$ cat config.mk
export PLATFORM = sky130hd
export DESIGN_NAME = ttc_touch_threshold_compare
export DESIGN_NICKNAME = d
export VERILOG_FILES = /design/src/hdl/ttc_pkg.sv /design/src/hdl/ttc_touch_threshold_compare.sv
export SDC_FILE = /design/constraint.sdc
export NUM_CORES = 1
export LEC_CHECK = 0
export BUFFER_PORTS_ARGS = -buffer_cell sky130_fd_sc_hd__buf_4
export CAP_MARGIN = 20
export CORE_MARGIN = 8
export CORE_UTILIZATION = 45
export CTS_CLUSTER_DIAMETER = 30
export DETAILED_ROUTE_END_ITERATION = 16
export PLACE_DENSITY = 0.61
export SETUP_SLACK_MARGIN = 0.3
export SKIP_CTS_REPAIR_TIMING = 1
export SYNTH_ARGS = -nofsm -noshare
export SYNTH_HDL_FRONTEND = slang
export SYNTH_SLANG_ARGS = --single-unit
$ cat constraint.sdc
create_clock -name ref_clk -period 6.1 [get_ports ref_clk]
set_input_delay 0.61 -clock ref_clk [delete_from_list [all_inputs] [get_ports ref_clk]]
set_output_delay 0.61 -clock ref_clk [all_outputs]
set_load 0.02 [all_outputs]
$ cat src/hdl/ttc_pkg.sv
// Package: register map, field layout, reset values and carriers for touch threshold compare
package ttc_pkg;
  localparam int          NUM_SENSORS    = 14;
  localparam int          NUM_BUTTONS    = 7;
  // Register offsets
  localparam logic [7:0]  ADDR_RECAL_CFG = 8'h2F;
  localparam logic [7:0]  ADDR_THR_FIRST = 8'h30;
  localparam logic [7:0]  ADDR_THR_LAST  = 8'h36;
  localparam logic [7:0]  ADDR_THR_GROUP = 8'h37;
  localparam logic [7:0]  ADDR_NOISE_LO  = 8'h38;
  localparam logic [7:0]  ADDR_NOISE_HI  = 8'h39;
  localparam logic [7:0]  ADDR_LID_A     = 8'h3A;
  localparam logic [7:0]  ADDR_LID_B     = 8'h3B;
  localparam logic [7:0]  ADDR_LID_C     = 8'h3C;
  localparam logic [7:0]  ADDR_LID_D     = 8'h3D;
  localparam logic [7:0]  ADDR_THR_S14   = 8'h40;
  localparam logic [7:0]  ADDR_UP_THR    = 8'h41;
  localparam logic [7:0]  ADDR_DOWN_THR  = 8'h42;
  localparam logic [7:0]  ADDR_TOUCH_LO  = 8'h50;
  localparam logic [7:0]  ADDR_TOUCH_HI  = 8'h51;
  localparam logic [7:0]  ADDR_LIDST_LO  = 8'h52;
  localparam logic [7:0]  ADDR_LIDST_HI  = 8'h53;
  localparam logic [7:0]  ADDR_NOISE_ST  = 8'h54;
  localparam logic [7:0]  ADDR_IRQ_ST    = 8'h55;
  localparam logic [7:0]  ADDR_IRQ_MASK  = 8'h56;
  // Field positions
  localparam int          BIT_BUTTON_BC  = 7;
  localparam int          BIT_GROUP_BC   = 6;
  localparam int          IRQ_TOUCH      = 0;
  localparam int          IRQ_LID        = 1;
  localparam int          IRQ_NOISE      = 2;
  // Reset values
  localparam logic [7:0]  RST_RECAL_CFG  = 8'h93;
  localparam logic [6:0]  RST_THRESHOLD  = 7'h40;
  localparam logic [7:0]  RST_FRAC_FULL  = 8'hAA;
  localparam logic [7:0]  RST_LID_D      = 8'h0A;
  localparam logic [2:0]  RST_IRQ        = 3'h0;
  localparam logic [7:0]  RD_UNMAPPED    = 8'h00;

  // One sample of measured deltas
  typedef struct packed {
    logic                 valid;
    logic [13:0][6:0]     delta;
  } ttc_sample_t;

  // Per-sample comparison results
  typedef struct packed {
    logic                 valid;
    logic [13:0]          touch;
    logic [13:0]          lid;
    logic [6:0]           noise;
    logic                 groupNoise;
  } ttc_result_t;
endpackage

$ cat src/hdl/ttc_touch_threshold_compare.sv
// Touch threshold compare: threshold registers, derived levels and status flags
//
// How it works
// - Touch flagged when a sensor's delta exceeds its stored threshold.
// - Button broadcast set: writing sensor 1 threshold also loads 31h-36h.
// - Group broadcast set: writing 30h also loads 37h and 40h.
// - Each button threshold stays directly writable; later broadcast alone overrides.
// - Up and down thresholds written alone; group writes leave them untouched.
// - Delta above noise level but not above touch is noise, excluded.
// - Two-bit code picks noise level: 6.25, 12.5, 25 or 50 percent.
// - Register 38h holds noise codes for sensors 1-4, resets AAh.
// - Register 39h holds grouped code and sensors 5-7 noise codes.
// - Delta above lid level sets the sensor's lid status bit.
// - Lid level derived from touch threshold by the same fraction code.
// - Register 3Ah holds lid codes for sensors 1-4, resets AAh.
// - Register 3Bh holds lid codes for sensors 5-8.
// - Register 3Ch holds lid codes for sensors 9-12.
// - Register 3Dh holds sensors 13-14 lid codes, upper bits zero, resets 0Ah.
// - Recalibration config bit 7 button broadcast default 1; bit 6 group, 0.
// - Threshold registers are seven bits, bit 7 reads zero, reset 40h.
//
// Register map
//   2Fh  recalibration config, bit 7 button broadcast, bit 6 group broadcast
//        the other bits are stored and read back but steer nothing here
//   30h  sensor 1 threshold, the source of both broadcasts
//   31h  sensor 2 threshold
//   32h  sensor 3 threshold
//   33h  sensor 4 threshold
//   34h  sensor 5 threshold
//   35h  sensor 6 threshold
//   36h  sensor 7 threshold
//   37h  group threshold, shared by grouped sensors 8 to 13
//   38h  noise codes, sensors 1 to 4
//   39h  noise codes, sensors 5 to 7 and the grouped sensors
//   3Ah  lid codes, sensors 1 to 4
//   3Bh  lid codes, sensors 5 to 8
//   3Ch  lid codes, sensors 9 to 12
//   3Dh  lid codes, sensors 13 and 14, upper nibble reads zero
//   40h  sensor fourteen threshold
//   41h  up threshold, plain storage
//   42h  down threshold, plain storage
//   50h  touch flags, sensors 1 to 7
//   51h  touch flags, sensors 8 to 14
//   52h  lid flags, sensors 1 to 7
//   53h  lid flags, sensors 8 to 14
//   54h  noise flags, bit 7 any of sensors 8 to 14, bits 6-0 buttons
//   55h  sticky event status, write one to clear
//   56h  event mask, same layout as the status
//
// Event status bits
//   bit 0  a touch was seen in a sample
//   bit 1  a lid level was crossed in a sample
//   bit 2  a noise spike was seen in a sample
//   An event in the same cycle as its clear keeps the bit set.
//
// Timing
//   A write lands at the edge that samples the strobe.
//   Read data stand for the one cycle after the strobe, zero otherwise.
//   A valid sample gives its flags at the next edge.
//   Touch, lid and noise flags hold until the next valid sample.
//   The recalibration flag is a one-cycle pulse per clean sample.
//   The interrupt follows the status and mask registers directly.
//
// Hazards and limits
//   Clock enable low freezes every register, read data included.
//   Strobes seen while the clock enable is low are lost.
//   Derived levels are truncated shifts, so small thresholds give zero.
//   A zero level flags any non-zero delta as noise or lid.
//   Grouped noise flags collapse into one bit for all grouped sensors.
//   Broadcasts copy the seven stored bits, bit 7 is always dropped.
//   A direct write to 31h-36h sticks until the next broadcast write.
//   Group writes leave the up and down thresholds alone.
//   Unmapped writes are ignored and unmapped reads give zero.
//
// Structure
//   All state sits in one packed struct.
//   One combinational process builds the next copy.
//   One clocked process registers it, with reset and enable.
//   Derived levels are combinational from the stored registers.
//
// Local design decision: the strobed register port.
`timescale 1ns/1ps
`default_nettype none
module ttc_touch_threshold_compare (
  input  wire logic                 ref_clk,
  input  wire logic                 srst,
  input  wire logic                 clkEn,
  input  wire logic [7:0]           regAddr,
  input  wire logic [7:0]           regWrData,
  input  wire logic                 regWrStb,
  input  wire logic                 regRdStb,
  output logic      [7:0]           regRdData,
  input  wire ttc_pkg::ttc_sample_t sampleIn,
  output ttc_pkg::ttc_result_t      resultOut,
  output logic                      recalSampleOk,
  output logic                      irq
);

  ////////////////////////////////////////////////////////////////////////////
  // State

  typedef struct packed {
    logic [7:0]           recalCfg;
    logic [13:0][6:0]     thr;        // 0..6 buttons, 7 group, 13 sensor fourteen
    logic [6:0]           upThr;
    logic [6:0]           downThr;
    logic [7:0]           noiseLo;
    logic [7:0]           noiseHi;
    logic [7:0]           lidA;
    logic [7:0]           lidB;
    logic [7:0]           lidC;
    logic [3:0]           lidD;
    logic [13:0]          lidStatus;
    ttc_pkg::ttc_result_t result;
    logic                 recalOk;
    logic [2:0]           irqStatus;
    logic [2:0]           irqMask;
    logic [7:0]           rdData;
  } ttc_state_t;

  ttc_state_t state_ff;
  ttc_state_t nxt_state;

  ////////////////////////////////////////////////////////////////////////////
  // Derived levels

  function automatic logic [6:0] ttcFrac(input logic [6:0] t, input logic [1:0] code);
    logic [6:0] r;
    r = 7'h00;
    unique case (code)
      2'b00: r = t >> 4;
      2'b01: r = t >> 3;
      2'b10: r = t >> 2;
      2'b11: r = t >> 1;
    endcase
    return r;
  endfunction

  logic [6:0][1:0]  noiseCode;
  logic [13:0][1:0] lidCode;
  logic [13:0][6:0] sensThr;
  logic [6:0][6:0]  noiseLvl;
  logic [1:0]       groupNoiseCode;
  logic [6:0]       groupNoiseLvl;
  logic [13:0][6:0] lidLvl;

  assign noiseCode[0] = state_ff.noiseLo[1:0];
  assign noiseCode[1] = state_ff.noiseLo[3:2];
  assign noiseCode[2] = state_ff.noiseLo[5:4];
  assign noiseCode[3] = state_ff.noiseLo[7:6];
  // noise codes sensors 5-7 and group
  assign noiseCode[4]   = state_ff.noiseHi[1:0];
  assign noiseCode[5]   = state_ff.noiseHi[3:2];
  assign noiseCode[6]   = state_ff.noiseHi[5:4];
  assign groupNoiseCode = state_ff.noiseHi[7:6];

  // lid codes 1-4, lid codes 5-8
  assign lidCode[3:0]   = state_ff.lidA;
  assign lidCode[7:4]   = state_ff.lidB;
  // lid codes 9-12, lid codes 13-14
  assign lidCode[11:8]  = state_ff.lidC;
  assign lidCode[13:12] = state_ff.lidD;

  // Grouped sensors 8-13 use the group level, sensor fourteen its own
  always_comb begin
    for (int i = 0; i < ttc_pkg::NUM_SENSORS; i++) begin
      if (i < ttc_pkg::NUM_BUTTONS) begin
        sensThr[i] = state_ff.thr[i];
      end else if (i == ttc_pkg::NUM_SENSORS - 1) begin
        sensThr[i] = state_ff.thr[13];
      end else begin
        sensThr[i] = state_ff.thr[7];
      end
    end
  end

  always_comb begin
    for (int i = 0; i < ttc_pkg::NUM_BUTTONS; i++) begin
      noiseLvl[i] = ttcFrac(state_ff.thr[i], noiseCode[i]);
    end
  end
  assign groupNoiseLvl = ttcFrac(state_ff.thr[7], groupNoiseCode);

  always_comb begin
    for (int i = 0; i < ttc_pkg::NUM_SENSORS; i++) begin
      lidLvl[i] = ttcFrac(sensThr[i], lidCode[i]);
    end
  end

  ////////////////////////////////////////////////////////////////////////////
  // Register write decode

  logic wrThrFirst;
  logic buttonBcast;
  logic groupBcast;

  assign wrThrFirst  = regWrStb && (regAddr == ttc_pkg::ADDR_THR_FIRST);
  assign buttonBcast = state_ff.recalCfg[ttc_pkg::BIT_BUTTON_BC];
  assign groupBcast  = state_ff.recalCfg[ttc_pkg::BIT_GROUP_BC];

  ////////////////////////////////////////////////////////////////////////////
  // Next state

  always_comb begin
    logic [13:0] touchNow;
    logic [13:0] lidNow;
    logic [6:0]  noiseNow;
    logic        groupNoiseNow;
    logic [2:0]  irqSet;
    logic [2:0]  irqClr;
    touchNow      = '0;
    lidNow        = '0;
    noiseNow      = '0;
    groupNoiseNow = 1'b0;
    irqSet        = '0;
    irqClr        = '0;
    nxt_state     = state_ff;

    // Register writes
    if (regWrStb) begin
      unique case (regAddr)
        ttc_pkg::ADDR_RECAL_CFG: nxt_state.recalCfg = regWrData;
        ttc_pkg::ADDR_THR_GROUP: nxt_state.thr[7]   = regWrData[6:0];
        ttc_pkg::ADDR_THR_S14:   nxt_state.thr[13]  = regWrData[6:0];
        ttc_pkg::ADDR_UP_THR:    nxt_state.upThr    = regWrData[6:0];
        ttc_pkg::ADDR_DOWN_THR:  nxt_state.downThr  = regWrData[6:0];
        ttc_pkg::ADDR_NOISE_LO:  nxt_state.noiseLo  = regWrData;
        ttc_pkg::ADDR_NOISE_HI:  nxt_state.noiseHi  = regWrData;
        ttc_pkg::ADDR_LID_A:     nxt_state.lidA     = regWrData;
        ttc_pkg::ADDR_LID_B:     nxt_state.lidB     = regWrData;
        ttc_pkg::ADDR_LID_C:     nxt_state.lidC     = regWrData;
        ttc_pkg::ADDR_LID_D:     nxt_state.lidD     = regWrData[3:0];
        ttc_pkg::ADDR_IRQ_MASK:  nxt_state.irqMask  = regWrData[2:0];
        ttc_pkg::ADDR_IRQ_ST:    irqClr             = regWrData[2:0];
        default: begin
          if (regAddr >= ttc_pkg::ADDR_THR_FIRST && regAddr <= ttc_pkg::ADDR_THR_LAST) begin
            nxt_state.thr[3'(regAddr - ttc_pkg::ADDR_THR_FIRST)] = regWrData[6:0];
          end
        end
      endcase
    end

    if (wrThrFirst && buttonBcast) begin
      for (int i = 1; i < ttc_pkg::NUM_BUTTONS; i++) begin
        nxt_state.thr[i] = regWrData[6:0];
      end
    end
    if (wrThrFirst && groupBcast) begin
      nxt_state.thr[7]  = regWrData[6:0];
      nxt_state.thr[13] = regWrData[6:0];
    end

    // Sample comparison
    nxt_state.result.valid = sampleIn.valid;
    if (sampleIn.valid) begin
      for (int i = 0; i < ttc_pkg::NUM_SENSORS; i++) begin
        touchNow[i] = sampleIn.delta[i] > sensThr[i];
        lidNow[i]   = sampleIn.delta[i] > lidLvl[i];
      end
      for (int i = 0; i < ttc_pkg::NUM_BUTTONS; i++) begin
        noiseNow[i] = (sampleIn.delta[i] > noiseLvl[i]) && !touchNow[i];
      end
      for (int i = ttc_pkg::NUM_BUTTONS; i < ttc_pkg::NUM_SENSORS; i++) begin
        if ((sampleIn.delta[i] > groupNoiseLvl) && !touchNow[i]) begin
          groupNoiseNow = 1'b1;
        end
      end
      nxt_state.result.touch      = touchNow;
      nxt_state.result.lid        = lidNow;
      nxt_state.result.noise      = noiseNow;
      nxt_state.result.groupNoise = groupNoiseNow;
      nxt_state.lidStatus         = lidNow;
      nxt_state.recalOk           = !(|noiseNow || groupNoiseNow);
      irqSet[ttc_pkg::IRQ_TOUCH]  = |touchNow;
      irqSet[ttc_pkg::IRQ_LID]    = |lidNow;
      irqSet[ttc_pkg::IRQ_NOISE]  = |noiseNow || groupNoiseNow;
    end else begin
      nxt_state.recalOk = 1'b0;
    end

    // Sticky status: set wins over clear
    nxt_state.irqStatus = (state_ff.irqStatus & ~irqClr) | irqSet;

    // Read data, one cycle after the strobe
    nxt_state.rdData = ttc_pkg::RD_UNMAPPED;
    if (regRdStb) begin
      unique case (regAddr)
        ttc_pkg::ADDR_RECAL_CFG: nxt_state.rdData = state_ff.recalCfg;
        ttc_pkg::ADDR_THR_GROUP: nxt_state.rdData = {1'b0, state_ff.thr[7]};
        ttc_pkg::ADDR_THR_S14:   nxt_state.rdData = {1'b0, state_ff.thr[13]};
        ttc_pkg::ADDR_UP_THR:    nxt_state.rdData = {1'b0, state_ff.upThr};
        ttc_pkg::ADDR_DOWN_THR:  nxt_state.rdData = {1'b0, state_ff.downThr};
        ttc_pkg::ADDR_NOISE_LO:  nxt_state.rdData = state_ff.noiseLo;
        ttc_pkg::ADDR_NOISE_HI:  nxt_state.rdData = state_ff.noiseHi;
        ttc_pkg::ADDR_LID_A:     nxt_state.rdData = state_ff.lidA;
        ttc_pkg::ADDR_LID_B:     nxt_state.rdData = state_ff.lidB;
        ttc_pkg::ADDR_LID_C:     nxt_state.rdData = state_ff.lidC;
        ttc_pkg::ADDR_LID_D:     nxt_state.rdData = {4'h0, state_ff.lidD};
        ttc_pkg::ADDR_TOUCH_LO:  nxt_state.rdData = {1'b0, state_ff.result.touch[6:0]};
        ttc_pkg::ADDR_TOUCH_HI:  nxt_state.rdData = {1'b0, state_ff.result.touch[13:7]};
        ttc_pkg::ADDR_LIDST_LO:  nxt_state.rdData = {1'b0, state_ff.lidStatus[6:0]};
        ttc_pkg::ADDR_LIDST_HI:  nxt_state.rdData = {1'b0, state_ff.lidStatus[13:7]};
        ttc_pkg::ADDR_NOISE_ST:  nxt_state.rdData = {state_ff.result.groupNoise,
                                                     state_ff.result.noise};
        ttc_pkg::ADDR_IRQ_ST:    nxt_state.rdData = {5'h00, state_ff.irqStatus};
        ttc_pkg::ADDR_IRQ_MASK:  nxt_state.rdData = {5'h00, state_ff.irqMask};
        default: begin
          if (regAddr >= ttc_pkg::ADDR_THR_FIRST && regAddr <= ttc_pkg::ADDR_THR_LAST) begin
            nxt_state.rdData = {1'b0, state_ff.thr[3'(regAddr - ttc_pkg::ADDR_THR_FIRST)]};
          end
        end
      endcase
    end
  end

  ////////////////////////////////////////////////////////////////////////////
  // Registers

  // Reset, clock enable hold, else update
  always_ff @(posedge ref_clk) begin
    if (srst) begin
      state_ff.recalCfg  <= ttc_pkg::RST_RECAL_CFG;
      for (int i = 0; i < ttc_pkg::NUM_SENSORS; i++) begin
        state_ff.thr[i]  <= ttc_pkg::RST_THRESHOLD;
      end
      state_ff.upThr     <= ttc_pkg::RST_THRESHOLD;
      state_ff.downThr   <= ttc_pkg::RST_THRESHOLD;
      state_ff.noiseLo   <= ttc_pkg::RST_FRAC_FULL;
      state_ff.noiseHi   <= ttc_pkg::RST_FRAC_FULL;
      state_ff.lidA      <= ttc_pkg::RST_FRAC_FULL;
      state_ff.lidB      <= ttc_pkg::RST_FRAC_FULL;
      state_ff.lidC      <= ttc_pkg::RST_FRAC_FULL;
      state_ff.lidD      <= ttc_pkg::RST_LID_D[3:0];
      state_ff.lidStatus <= '0;
      state_ff.result    <= '0;
      state_ff.recalOk   <= 1'b0;
      state_ff.irqStatus <= ttc_pkg::RST_IRQ;
      state_ff.irqMask   <= ttc_pkg::RST_IRQ;
      state_ff.rdData    <= ttc_pkg::RD_UNMAPPED;
    end else if (clkEn) begin
      state_ff <= nxt_state;
    end
  end

  // Outputs
  assign regRdData     = state_ff.rdData;
  assign resultOut     = state_ff.result;
  assign recalSampleOk = state_ff.recalOk;
  assign irq           = |(state_ff.irqStatus & state_ff.irqMask);

endmodule
`default_nettype wire

==> metrics.cfg <==
[status]
status = finished, final reports clean

[synth]
ys_seq_elements = 181
ys.flop_type = dfxtp_1
synth_cell_types = 83
synth_edf_count = 0
ys_warn_count = 0
synthCells = 2132
synth_fp_nets = 2504
async_flop_share_pct = 0
yosysTopAreaCell = dfxtp_1
synth_top_cell_area_share_pct = 21.2
synth_common_cells = ha_1 (252), nand2_1 (220), nor2_1 (209), mux2i_1 (200), dfxtp_1 (181)
ys_seq_area_share_pct = 21.2
synth_area_sq_mm = 0.0171
synth.area.top_cells = dfxtp_1 (21%), ha_1 (18%), mux2i_1 (12%)
synth.most_common_cell = ha_1
syn_avg_cell_area_sq_um = 8.01

[global_route]
use_met1_pct = 35.7
grt_max_degree = 81
grt_pass1_wl_um = 90900
grt_pass1_vias = 15263
grtUsageTotal_pct = 26.2
antenna_found_initial = 0
overflow = 0
grt.met2_usage_pct = 40.5
grt_busiest_layer = met2
grtUsageMet3_pct = 5.83

[drt]
wire_per_inst_um = 22.4
first_pass_iters = 8
drc = 0
ant_nets = 0
vias = 16113
routed_via_density = 6.03
dr.first_iter.drc_count = 1557
route.final.wire_length_um = 59800

[timing]
max_slew.worst_pin.slew_ns = 1.16
fin_hold_ws_ns = 0.462
drv_slew = 0
slew_headroom_pct = 22.0
period_needed_ns = 3.66
hold_violations = 0
fin_crit_sh_pct = 60.0
fin_ws_ns = 2.44
finalSetupViolCount = 0
fin_tns_setup_ns = 0
max_freq_mhz = 273
rsz0062_at_grt = no
skew_ns = 0.0196

[cts]
cts_max_level = 4
clk_pin_slew_ns = 0.09
clockBufferDepth = 2
root_buffer = clkbuf_16
numClockSinks = 181
cts_tree = built
cts_made_buffers = 17
clock_latency_ns = 0.46

[power]
power.density_mw_per_mm2 = 157
peakVddDrop_mv = 0.140
power.total_mw = 2.95
power.leakage_nw = 8.31

[layout]
n_fill_cell = 3634
syn_to_final_growth_pct = 9.92
drive_gt1_share_pct = 12.1
stdcell_count = 2674
antenna_cells = 0
nets = 2522

[floorplan]
fp.dieW_um = 211
core_area_sq_mm = 0.0375
die_h_um = 211
rows = 71
initial_core_util_pct = 45.6
die_area_sq_mm = 0.0445
ios = 167

[min_path]
hp-start = regWrData[7]
hold_class = input port to flip-flop

[critical_path]
critPathRequiredTime_ns = 6.39
crit_start = groupNoiseCode[0]$_SDFFE_PP0P_
worstSetupPathType = flip-flop to flip-flop
path_max_fanout = 11
rr_startpoint = groupNoiseCode[0]$_SDFFE_PP0P_
endpoint_kind = flip-flop
start_kind = flip-flop
arrival_ns = 3.95

[placed_design]
dp_cells = 2641
dp_slack_ns = 2.53
port_buffers = 166
hpwl_um = 47100
place_congestion = 0.988

[job]
maxCapViolations = 0

placed cells by master, fill, tap and decap left out, types with 6 or more instances in the layout:
| cell | count |
|---|---|
| nor4_1 | 7 |
| xnor2_1 | 6 |
| a21oi_1 | 138 |
| nor2_1 | 209 |
| and4b_1 | 6 |
| clkbuf_16 | 17 |
| a222oi_1 | 11 |
| o21bai_1 | 12 |
| buf_4 | 171 |
| mux2i_1 | 200 |
| a21o_1 | 32 |
| and4_1 | 7 |
| nor2b_1 | 40 |
| o22ai_1 | 15 |
| a31oi_1 | 9 |
| and2_1 | 6 |
| inv_1 | 112 |
| a22oi_1 | 12 |
| nor3_1 | 28 |
| ha_1 | 252 |
| a211oi_1 | 18 |
| o211ai_1 | 21 |
| nand4_1 | 26 |
| nand2b_1 | 16 |
| a211o_1 | 14 |
| nand3_1 | 101 |
| mux4_2 | 20 |
| dfxtp_1 | 181 |
| o21a_1 | 29 |
| o21ai_0 | 109 |
| nand2_1 | 219 |
per-layer routing:
layer / share of wire [%] / wire (um)
met4: 3.1 / 1880
met2: 44 / 26100
met3: 8.8 / 5260
met5: 0 / 0
met1: 44 / 26600
area by class of cell:
cell class	count	area, sq um	share of cell area [%]
repair buffers	172	1290	6.88
multi-input cells	1666	12200	64.8
well taps	511	639	3.41
inverters	112	420	2.24
flip-flops and latches	181	3620	19.3
clock inverters	15	210	1.12
clock buffers	17	425	2.27
critical path: stages (launching register included):
cell,delay (ns)
dfxtp_1,0.61
mux2_2,0.41
a21oi_1,0.78
ha_1,0.40
and4b_1,0.21
o21ai_1,0.10
a211oi_1,0.07
nor4_1,0.25
o211ai_2,0.21
o41ai_2,0.35
a21oi_1,0.10
logic make-up after synthesis:
family / after synthesis / share of synthesized area, %
adder cells (fa/ha/maj): 253 / 18.5
multiplexers: 226 / 14.8
AND/OR/NAND/NOR: 702 / 19.5
buffers and inverters: 285 / 7.58
AO/OA/AOI/OAI: 473 / 17.7
flip-flops: 181 / 21.2
XOR/XNOR: 12 / 0.659
flip-flops by register name, indices dropped and copies added (netlist names):
register        flops
sensThr            63
resultOut          37
lidCode            28
state_ff           26
noiseCode          14
regRdData           8
groupNoiseCode      2
buttonBcast         1
groupBcast          1
recalSampleOk       1
worst paths after layout:
kind,endpoint,slack [ns],cells past startpoint
max,state_ff[13]$_SDFFE_PP0P_,2.44,10
min,lidCode[15]$_SDFFE_PP1P_,0.46,2
max reg2reg,state_ff[13]$_SDFFE_PP0P_,2.44,10
min reg2reg,regRdData[7]$_SDFFE_PP0P_,0.47,2
report_power, final:
group | internal, mW | leakage (nW) | switching (mW)
clock | 0.576 | 0.304 | 0.603
combinational | 0.216 | 6.54 | 0.334
sequential | 1.20 | 1.47 | 0.0262
total | 1.99 | 8.31 | 0.963
per-stage QoR:
step | util [%] | area (sq um)
finish | 50.1 | 18800
global placement | 48.4 | 18100
detailed placement | 48.4 | 18100
CTS | 50.1 | 18800
floorplan | - | 17100
global route | 50.1 | 18800
No activity file was read; power rests on OpenSTA's default activity.
